File: config.mk
export PLATFORM = sky130hd
export DESIGN_NAME = field_encoder
export DESIGN_NICKNAME = d
export VERILOG_FILES = /design/src/field_enc_pkg.sv /design/src/byte_skid.sv /design/src/field_encoder.sv
export SDC_FILE = /design/constraint.sdc
export NUM_CORES = 1
export LEC_CHECK = 0
export ABC_AREA = 1
export BUFFER_PORTS_ARGS = -buffer_cell sky130_fd_sc_hd__buf_4
export CAP_MARGIN = 20
export CORE_MARGIN = 2
export CORE_UTILIZATION = 45
export DETAILED_ROUTE_END_ITERATION = 16
export REMOVE_ABC_BUFFERS = 1
export SKIP_CTS_REPAIR_TIMING = 1
export SLEW_MARGIN = 30
export SYNTH_ARGS = -nofsm -noshare
export SYNTH_HDL_FRONTEND = slang
export SYNTH_HIERARCHICAL = 1
export SYNTH_SLANG_ARGS = --single-unit
File: constraint.sdc
create_clock -name clk_i -period 6.2 [get_ports clk_i]
set_input_delay 0.93 -clock clk_i [delete_from_list [all_inputs] [get_ports clk_i]]
set_output_delay 0.93 -clock clk_i [all_outputs]
set_load 0.01 [all_outputs]
File: src/field_enc_pkg.sv
// package for the binary field encoder: constants, modes and carrier structs
// assumes a single 200 MHz clock domain and a synchronous active-high reset
// Overview of operation
// - scale value by ten per decimal place
// - word is six times width bits, signed
// - one byte per six-bit chunk, low bits
// - bit seven of every byte forced high
// - radio: bit eight set on even parity
// - terminal: pattern 01 above each chunk
// - encoded bytes go to port, not log
// - at most 355 bytes per transmission
package field_enc_pkg;
    localparam int unsigned CHUNK_W = 6;
    localparam int unsigned MAX_WIDTH = 4;
    localparam int unsigned WIDTH_W = 3;
    localparam int unsigned DEC_W = 4;
    localparam int unsigned VALUE_W = 32;
    localparam int unsigned ACC_W = 64;
    localparam int unsigned WORD_W = CHUNK_W * MAX_WIDTH;
    localparam int unsigned MAX_BYTES = 355;
    localparam int unsigned CNT_W = 9;
    localparam logic [CNT_W-1:0] MAX_BYTES_C = 9'h163;
    localparam logic [1:0] TERM_TOP = 2'h1;
    localparam logic [CNT_W-1:0] CNT_RESET = 9'h000;

    typedef enum logic {DEST_TERMINAL, DEST_RADIO} dest_e;
    typedef enum logic [1:0] {ST_IDLE, ST_SCALE, ST_EMIT} state_e;

    typedef struct packed {
        logic signed [VALUE_W-1:0] value;
        logic [DEC_W-1:0] decimals;
        logic [WIDTH_W-1:0] width;
    } field_s;

    typedef struct packed {
        logic [7:0] data;
        logic last;
    } byte_s;
endpackage

File: src/byte_skid.sv
// two-entry buffer between encoder and serial port
// assumes both sides on clk_i; ce_i freezes all state
`timescale 1ns/100ps
module byte_skid
(
    input wire logic clk_i,
    input wire logic reset_i,
    input wire logic ce_i,
    input wire logic in_valid_i,
    output logic in_ready_o,
    input wire field_enc_pkg::byte_s in_data_i,
    output logic out_valid_o,
    input wire logic out_ready_i,
    output field_enc_pkg::byte_s out_data_o
);
    typedef struct packed {
        field_enc_pkg::byte_s head;
        field_enc_pkg::byte_s tail;
        logic head_valid;
        logic tail_valid;
    } skid_s;

    skid_s st_r;
    skid_s st_nxt;
    logic push;
    logic pop;

    // both sides see only flops: the head feeds the outputs, the tail frees ready
    assign in_ready_o = !st_r.tail_valid;
    assign out_valid_o = st_r.head_valid;
    assign out_data_o = st_r.head;
    assign push = in_valid_i && in_ready_o;
    assign pop = out_valid_o && out_ready_i;

    always_comb
    begin
        st_nxt = st_r;
        if (pop)
        begin
            st_nxt.head = st_r.tail;
            st_nxt.head_valid = st_r.tail_valid;
            st_nxt.tail_valid = 1'b0;
        end
        if (push)
        begin
            if (!st_nxt.head_valid)
            begin
                st_nxt.head = in_data_i;
                st_nxt.head_valid = 1'b1;
            end
            else
            begin
                st_nxt.tail = in_data_i;
                st_nxt.tail_valid = 1'b1;
            end
        end
    end

    always_ff @(posedge clk_i)
    begin
        if (reset_i)
        begin
            st_r <= '0;
        end
        else if (ce_i)
        begin
            st_r <= st_nxt;
        end
    end
endmodule

File: src/field_encoder.sv
// binary field encoder: scales a value, splits it into printable six-bit bytes
// assumes the formatter holds field_i stable while field_valid_i and not ready
`timescale 1ns/100ps
module field_encoder
(
    input wire logic clk_i,
    input wire logic reset_i,
    input wire logic ce_i,
    input wire logic field_valid_i,
    output logic field_ready_o,
    input wire field_enc_pkg::field_s field_i,
    input wire field_enc_pkg::dest_e dest_i,
    input wire logic xmit_start_i,
    output logic byte_valid_o,
    input wire logic byte_ready_i,
    output logic [7:0] byte_data_o,
    output logic byte_last_o,
    output logic log_write_o,
    output logic overflow_o,
    output logic [field_enc_pkg::CNT_W-1:0] byte_count_o
);
    typedef struct packed {
        field_enc_pkg::state_e state;
        logic signed [field_enc_pkg::ACC_W-1:0] acc;
        logic [field_enc_pkg::DEC_W-1:0] dec_left;
        logic [field_enc_pkg::WIDTH_W-1:0] chunks_left;
        field_enc_pkg::dest_e dest;
        logic [field_enc_pkg::CNT_W-1:0] sent;
        logic overflow;
        logic field_ready;
        logic out_valid;
        field_enc_pkg::byte_s out_byte;
        logic log_write;
    } enc_s;

    enc_s st_r;
    enc_s st_nxt;
    logic buf_in_ready;
    logic buf_out_valid;
    field_enc_pkg::byte_s buf_out;
    logic [field_enc_pkg::WORD_W-1:0] word;
    logic [5:0] chunk;
    logic [6:0] low7;
    logic [7:0] enc_byte;
    logic [field_enc_pkg::WIDTH_W-1:0] width_clamped;
    logic cap_hit;
    logic last_chunk;

    function automatic logic signed [field_enc_pkg::ACC_W-1:0] acc_sx(
        input logic signed [field_enc_pkg::VALUE_W-1:0] v);
        acc_sx = {{(field_enc_pkg::ACC_W-field_enc_pkg::VALUE_W){v[field_enc_pkg::VALUE_W-1]}}, v};
    endfunction

    // word sign is the top bit of width*6 bits: two's complement truncation
    assign word = st_r.acc[field_enc_pkg::WORD_W-1:0];
    assign low7 = {1'b1, chunk};
    assign last_chunk = (st_r.chunks_left == 3'h1);
    // a start opens a new count, so the cap never bites on that edge
    assign cap_hit = (st_r.sent >= field_enc_pkg::MAX_BYTES_C) && !xmit_start_i;

    // chunk select walks the word down from its most significant six bits
    always_comb
    begin
        case (st_r.chunks_left)
            3'h4:
            begin
                chunk = word[3*field_enc_pkg::CHUNK_W +: field_enc_pkg::CHUNK_W];
            end
            3'h3:
            begin
                chunk = word[2*field_enc_pkg::CHUNK_W +: field_enc_pkg::CHUNK_W];
            end
            3'h2:
            begin
                chunk = word[field_enc_pkg::CHUNK_W +: field_enc_pkg::CHUNK_W];
            end
            3'h1:
            begin
                chunk = word[0 +: field_enc_pkg::CHUNK_W];
            end
            default:
            begin
                chunk = word[0 +: field_enc_pkg::CHUNK_W];
            end
        endcase
    end

    always_comb
    begin
        case (st_r.dest)
            field_enc_pkg::DEST_RADIO:
            begin
                // top bit is high when the lower seven bits hold an even count of ones
                enc_byte = {~(^low7), low7};
            end
            field_enc_pkg::DEST_TERMINAL:
            begin
                enc_byte = {field_enc_pkg::TERM_TOP, chunk};
            end
            default:
            begin
                enc_byte = {field_enc_pkg::TERM_TOP, chunk};
            end
        endcase
    end

    always_comb
    begin
        if (field_i.width > 3'(field_enc_pkg::MAX_WIDTH))
        begin
            width_clamped = 3'(field_enc_pkg::MAX_WIDTH);
        end
        else
        begin
            width_clamped = field_i.width;
        end
    end

    always_comb
    begin
        st_nxt = st_r;
        st_nxt.field_ready = 1'b0;
        st_nxt.log_write = 1'b0;
        if (st_r.out_valid && buf_in_ready)
        begin
            st_nxt.out_valid = 1'b0;
        end
        if (xmit_start_i)
        begin
            st_nxt.sent = field_enc_pkg::CNT_RESET;
            st_nxt.overflow = 1'b0;
        end
        case (st_r.state)
            field_enc_pkg::ST_IDLE:
            begin
                if (field_valid_i && !st_r.field_ready)
                begin
                    st_nxt.acc = acc_sx(field_i.value);
                    st_nxt.dec_left = field_i.decimals;
                    st_nxt.chunks_left = width_clamped;
                    st_nxt.dest = dest_i;
                    st_nxt.field_ready = 1'b1;
                    st_nxt.state = field_enc_pkg::ST_SCALE;
                end
            end
            field_enc_pkg::ST_SCALE:
            begin
                if (st_r.dec_left != '0)
                begin
                    st_nxt.acc = st_r.acc * 64'sd10;
                    st_nxt.dec_left = st_r.dec_left - 4'h1;
                end
                else if (st_r.chunks_left == '0)
                begin
                    st_nxt.state = field_enc_pkg::ST_IDLE;
                end
                else
                begin
                    st_nxt.state = field_enc_pkg::ST_EMIT;
                end
            end
            field_enc_pkg::ST_EMIT:
            begin
                if (!st_r.out_valid || buf_in_ready)
                begin
                    if (cap_hit)
                    begin
                        // the chunk is still consumed so the field ends in step
                        st_nxt.overflow = 1'b1;
                    end
                    else
                    begin
                        st_nxt.out_valid = 1'b1;
                        st_nxt.out_byte.data = enc_byte;
                        st_nxt.out_byte.last = last_chunk;
                        st_nxt.sent = st_nxt.sent + 9'h1;
                    end
                    st_nxt.chunks_left = st_r.chunks_left - 3'h1;
                    if (last_chunk)
                    begin
                        st_nxt.state = field_enc_pkg::ST_IDLE;
                    end
                end
            end
            default:
            begin
                st_nxt.state = field_enc_pkg::ST_IDLE;
            end
        endcase
    end

    // the buffer's head register drives the byte outputs directly
    byte_skid u_skid
    (
        .clk_i(clk_i),
        .reset_i(reset_i),
        .ce_i(ce_i),
        .in_valid_i(st_r.out_valid),
        .in_ready_o(buf_in_ready),
        .in_data_i(st_r.out_byte),
        .out_valid_o(buf_out_valid),
        .out_ready_i(byte_ready_i),
        .out_data_o(buf_out)
    );

    always_ff @(posedge clk_i)
    begin
        if (reset_i)
        begin
            st_r <= '0;
        end
        else if (ce_i)
        begin
            st_r <= st_nxt;
        end
    end

    assign field_ready_o = st_r.field_ready;
    assign byte_valid_o = buf_out_valid;
    assign byte_data_o = buf_out.data;
    assign byte_last_o = buf_out.last;
    assign log_write_o = st_r.log_write;
    assign overflow_o = st_r.overflow;
    assign byte_count_o = st_r.sent;
endmodule

==> results.toml, run 1 <==
[routing]
drt-total-wl_um = 14100
drcViolationCount = 0
drtIter0Drc = 269
ant_nets = 0
drt-vias-per-instance = 5.30
wl_per_cell_um = 14.3
vias = 5229
drtPass1Iterations = 4

[sta]
drv_slew = 0
finalSetupViolCount = 0
tns_ns = 0
worst_slew_pin_slew_ns = 0.910
clock_skew_ns = 0.00634
hold_violations = 0
timing.fmax_ghz = 0.352
rsz0062_at_grt = "false"
fin_crit_sh_pct = 45.9
min_period_ns = 2.84
slew_headroom_pct = 39.3

[die]
row_count = 40
ios = 68
die-area_um2 = 12900
core_um2 = 11900
die_w_um = 114
die_y_um = 114
initial_core_util_pct = 45.6

[min_path]
hold_class = "register to register"

[synth]
synth_warnings = 6
yosys-top-cells-area = "dfxtp_1 28%, ha_1 11%, nand2_1 11%"
netlist.area_leader.share_pct = 27.8
synthAdderAreaFrac_pct = 11.0
synth-simple-area-share_pct = 30.3
synth_top_family_by_area = "simple AND/OR/NAND/NOR gates"
yosysTopAreaCell = "dfxtp_1"
syn_area_per_cell_um2 = 6.73
synth_mux_area_share_pct = 0
synthCells = 803
synth_xor_area_share_pct = 1.30
netlist_area_um2 = 5400
synth-seq-cells = 75
ys_seq_area_share_pct = 27.8
yosysUniqueCellTypes = 45
synth_compound_area_share_pct = 18.9

[clocking]
clk_pin_slew_ns = 0.06
htreeDepth = 3
cts-root-buf = "clkbuf_16"
cts_buffers = 9
clk_path_buf_depth = 2
cts_tree = "built"
clkSinkCount = 75
worstSkewPairLatency_ns = 0.35

[finish]
drive_above_1_share_pct = 13.7
most-common-layout-cells = "153 x nand2_1, 96 x a21oi_1, 92 x nor2_1, 77 x inv_1, 75 x dfxtp_1"
stdcell_area_um2 = 6080
final_nets = 928
syn_to_final_growth_pct = 12.5
multi_input_area_um2 = 3330
regArea_um2 = 1500
layout_commonest_cell = "nand2_1"
antenna_cells = 0
fill_cells = 1230

[placed_design]
dpl.hpwl_um = 10500
place_congestion = 0.860
portBuffers = 58
place_area_um2 = 5780

[outcome]
status = "finished clean"

[job]
maxCapViolations = 0

[global_routing]
grt_max_degree = 37
grt_pass1_vias = 5043
grt_pass1_wl_um = 24000
antenna_found_initial = 0
grt_usage_pct = 23.1
overflow = 0

[power_and_ir_drop]
p_leak_nw = 2.89
ir_worst_vdd_uv = 160
p_per_area_nw_per_um2 = 246

[critical_path]
worstPathArrival_ns = 3.12
path_class = "input port to register"
cp.required_ns = 6.48
cp-end-kind = "register"
worstSetupStartpointType = "input port"
worst-path-max-fanout = 36
Yosys cell counts, drive strengths merged:
library cell  number
a211oi             3
a21o               2
a21oi             98
a221oi             1
a22oi              7
a31o               1
a31oi              3
and3               1
buf               28
clkbuf            10
conb               1
dfxtp             75
fa                 1
ha                46
inv               85
nand2            161
nand3             59
nand3b            11
nand4              8
nor2             102
nor3               9
nor4               2
o21a               3
o21ai             69
o21bai             1
o22ai              1
or2                7
xnor2              4
xor2               4
state kept, by name, indices dropped and copies added, names as in the netlist:
register            count
st_r                   44
field_ready_o           1
u_skid/out_data_o       9
byte_count_o            9
u_skid/out_valid_o      1
overflow_o              1
u_skid/st_r            10
final cells by class:
cell class	instances	area share (%)
sequential	75	24.7
timing repair buffer	59	7.29
inverter	85	5.25
clock inverter	4	0.823
multi-input combinational	605	54.8
clock buffer	11	4.16
tap	147	3.03
path summary, 6_finish.rpt:
check                      from       end  slack (ns)  cells after the start
hold reg to reg        st_r[22]  st_r[22]        0.45                      2
hold / removal         st_r[22]  st_r[22]        0.45                      2
setup reg to reg  field_ready_o  st_r[49]        3.67                      9
setup / recovery  field_valid_i  st_r[49]        3.36                     11
report_power, final:
group,switching (mW),internal (mW),leakage (nW)
Clock,0.214,0.331,0.144
Sequential,0.0405,0.518,0.612
Combinational,0.244,0.145,2.14
Total,0.499,0.993,2.89
per-layer routing:
metal / part of all wire [%] / up-vias / wire (µm) / global-route usage (%)
met5: 0 / - / 0 / 0
met4: 0.98 / 0 / 138 / 5.93
met3: 4.6 / 11 / 651 / 5.21
met2: 46 / 98 / 6460 / 36.7
met1: 49 / 2392 / 6860 / 31.8
li1: - / 2728 / - / -
logic make-up (layout without fill, tap and decap cells):
group	count (synthesis)	in the layout
fa+ha+maj	47	47
other cells	1	1
flops	75	75
simple gates	360	360
xor+xnor	8	8
buf+inv	123	159
compound gates	189	189
through the flow:
| stage | util, % | hold WS (ns) | setup slack, ns | instances | power [mW] |
|---|---|---|---|---|---|
| 2_1_floorplan | - | 0.431 | 3.78 | 765 | 0.835 |
| 3_3_place_gp | 48.7 | 0.443 | 3.08 | 971 | 0.946 |
| 3_5_place_dp | 48.7 | 0.444 | 3.02 | 971 | 0.956 |
| 4_1_cts | 51.2 | 0.454 | 3.39 | 986 | 1.50 |
| 5_1_grt | 51.2 | 0.472 | 3.13 | 986 | 1.58 |
| 6_report | 51.2 | 0.455 | 3.36 | 986 | 1.49 |
critical path, stage by stage:
cell	delay, ns
buf_4	0.08
inv_1	0.05
nor2_4	0.26
inv_2	0.11
a21oi_4	0.17
nand2_2	0.09
nor2_4	0.62
inv_2	0.36
a21oi_1	0.22
o21ai_1	0.09
a21oi_1	0.12
Power figures use the tool's default switching activity.
==> run 2, diff against run 1 <==
--- a/config.mk
+++ b/config.mk
@@ -5,7 +5,7 @@
 export SDC_FILE = /design/constraint.sdc
 export NUM_CORES = 1
 export LEC_CHECK = 0
-export ABC_AREA = 1
+export ABC_AREA = 0
 export BUFFER_PORTS_ARGS = -buffer_cell sky130_fd_sc_hd__buf_4
 export CAP_MARGIN = 20
 export CORE_MARGIN = 2
==> constraint.sdc (replaced) <==
create_clock -name clk_i -period 2.9 [get_ports clk_i]
set_input_delay 0.435 -clock clk_i [delete_from_list [all_inputs] [get_ports clk_i]]
set_output_delay 0.435 -clock clk_i [all_outputs]
set_load 0.01 [all_outputs]
==> run 2 against run 1 <==
  * Critical path depth is the same
  * Sequential cell count is the same
  * Setup slack lost 3.2 ns
  * Largest power group unchanged
  * Global-route usage shrank 0.87 points
==> results.toml, run 2 <==
[outcome]
status = "finished clean"

[global_routing]
grt_usage_pct = 22.2
grt_pass1_wl_um = 20800
grt_pass1_vias = 4195
antenna_found_initial = 0
grt_max_degree = 49
overflow = 0

[finish]
largest_reg_flops = 44
final_nets = 744
antenna_cells = 0
layout_commonest_cell = "dfxtp_1"
fin_util_pct = 52.4
most-common-layout-cells = "75 x dfxtp_1, 72 x nor2_1, 70 x buf_4, 62 x nand2_1, 60 x a21oi_1"
drive_above_1_share_pct = 16.5
fill_cells = 1097
regMostFlops = "st_r"
regArea_um2 = 1500
multi_input_area_um2 = 3170
top_regs = "st_r x44, u_skid/st_r x10"
syn_to_final_growth_pct = 13.2

[synth]
synthCells = 625
syn_area_per_cell_um2 = 8.03
netlist_area_um2 = 5020
ys_seq_area_share_pct = 29.9
yosys-top-cells-area = "dfxtp_1 30%, ha_1 11%, a21oi_1 6.0%"
synth_most_common_cell = "dfxtp_1"
synth_warnings = 6
ys.flop_type = "dfxtp_1"
ys_async_sr_fraction_pct = 0
synth_edf_count = 0
synth-seq-cells = 75
netlist.area_leader.share_pct = 29.9
yosysUniqueCellTypes = 63
yosysTopAreaCell = "dfxtp_1"
synth_common_cells = "75 x dfxtp_1, 72 x nor2_1, 62 x nand2_1, 60 x a21oi_1, 46 x ha_1"

[routing]
drtIter0Drc = 264
ant_nets = 0
vias = 4565
drt-total-wl_um = 12700
drt-vias-per-instance = 5.73
drtPass1Iterations = 5
drcViolationCount = 0
wl_per_cell_um = 16.0

[power_and_ir_drop]
ir_worst_vdd_uv = 253
p_per_area_nw_per_um2 = 478
p_leak_nw = 2.34
finalPower_mw = 2.71

[sta]
tns_ns = 0
timing.fmax_ghz = 0.360
fin_crit_sh_pct = 95.8
min_period_ns = 2.78
hold_violations = 0
drv_slew = 0
finalSetupViolCount = 0
clock_skew_ns = 0.00960
worst_slew_pin_slew_ns = 0.555
slew_headroom_pct = 62.7
rsz0062_at_grt = "false"

[die]
die_w_um = 110
die-area_um2 = 12000
ios = 68
row_count = 38
core_um2 = 10800
initial_core_util_pct = 46.3
die_y_um = 110

[clocking]
clk_path_buf_depth = 2
htreeDepth = 3
clk_pin_slew_ns = 0.08
worstSkewPairLatency_ns = 0.37
clkSinkCount = 75
cts_buffers = 9
cts-root-buf = "clkbuf_8"
cts_tree = "built"

[placed_design]
portBuffers = 58
dpl.hpwl_um = 9420
place_congestion = 0.966

[job]
maxCapViolations = 0

[critical_path]
cp.required_ns = 3.14
reg2reg_slack_ns = 0.12
cp-end-kind = "register"
worstPathArrival_ns = 3.02
worst-path-max-fanout = 4
path_class = "register to register"
worstSetupStartpointType = "register"

[min_path]
hold_class = "input port to register"
## run 2: area by class of cell
cell class,instances,area share [%]
Tap cell,140,3.08
Timing Repair Buffer,70,9.25
Clock inverter,7,2.14
Inverter,16,1.06
Sequential cell,75,26.4
Clock buffer,9,2.18
Multi-Input combinational cell,479,55.9
## run 2: logic make-up after synthesis
kind of cell	Yosys count	share of synthesized area, %
AOI/OAI and AO/OA	182	24.8
xor gates and xnor gates	30	5.51
adders and majority gates	47	11.9
buffers and inverters	71	7.31
DFF	75	29.9
muxes	3	0.599
other	1	0.0747
and+or+nand+nor	216	19.9
## run 2: worst max-delay path: stages (launching register included)
cell and delay (ns):
dfxtp_1 0.35, ha_1 0.30, ha_1 0.23, fa_2 0.36
a211oi_2 0.23, o21bai_2 0.14, a221oi_2 0.35, buf_4 0.18
o31ai_1 0.09, a21oi_1 0.17, xor2_1 0.17, o22ai_1 0.08
## run 2: power breakdown
group          switching [mW]  total (mW)  leakage (nW)  internal (mW)
Clock                   0.442        1.02         0.125          0.579
Sequential             0.0535        1.12         0.609           1.07
Combinational           0.333       0.572          1.61          0.238
Total                   0.829        2.71          2.34           1.89
## run 2: final timing paths
check | start | end | cells past startpoint
setup reg to reg | st_r[31] | st_r[52] | 11
hold / removal | dest_i | st_r[22] | 3
setup / recovery | st_r[31] | st_r[52] | 11
hold reg to reg | st_r[1] | u_skid/st_r[2] | 2
## run 2: layer usage
metal  GRT usage [%]  vias up  routed length (µm)
met5               0        -                   0
met4            7.59        0                 169
li1                -     2295                   -
met1            31.6     2155                6320
met3            3.97       15                 561
met2            33.6      100                5700
## run 2: metrics by stage
step / instance area (µm²) / setup WS [ns] / hold slack (ns) / std cells
after detailed placement: 5420 / 0.0350 / 0.465 / 780
after floorplan: 4710 / 0.0990 / 0.434 / 570
after CTS: 5660 / 0.00301 / 0.280 / 796
final: 5680 / 0.121 / 0.299 / 796
after global placement: 5420 / 0.110 / 0.456 / 780
after global routing: 5680 / 0.0178 / 0.288 / 796
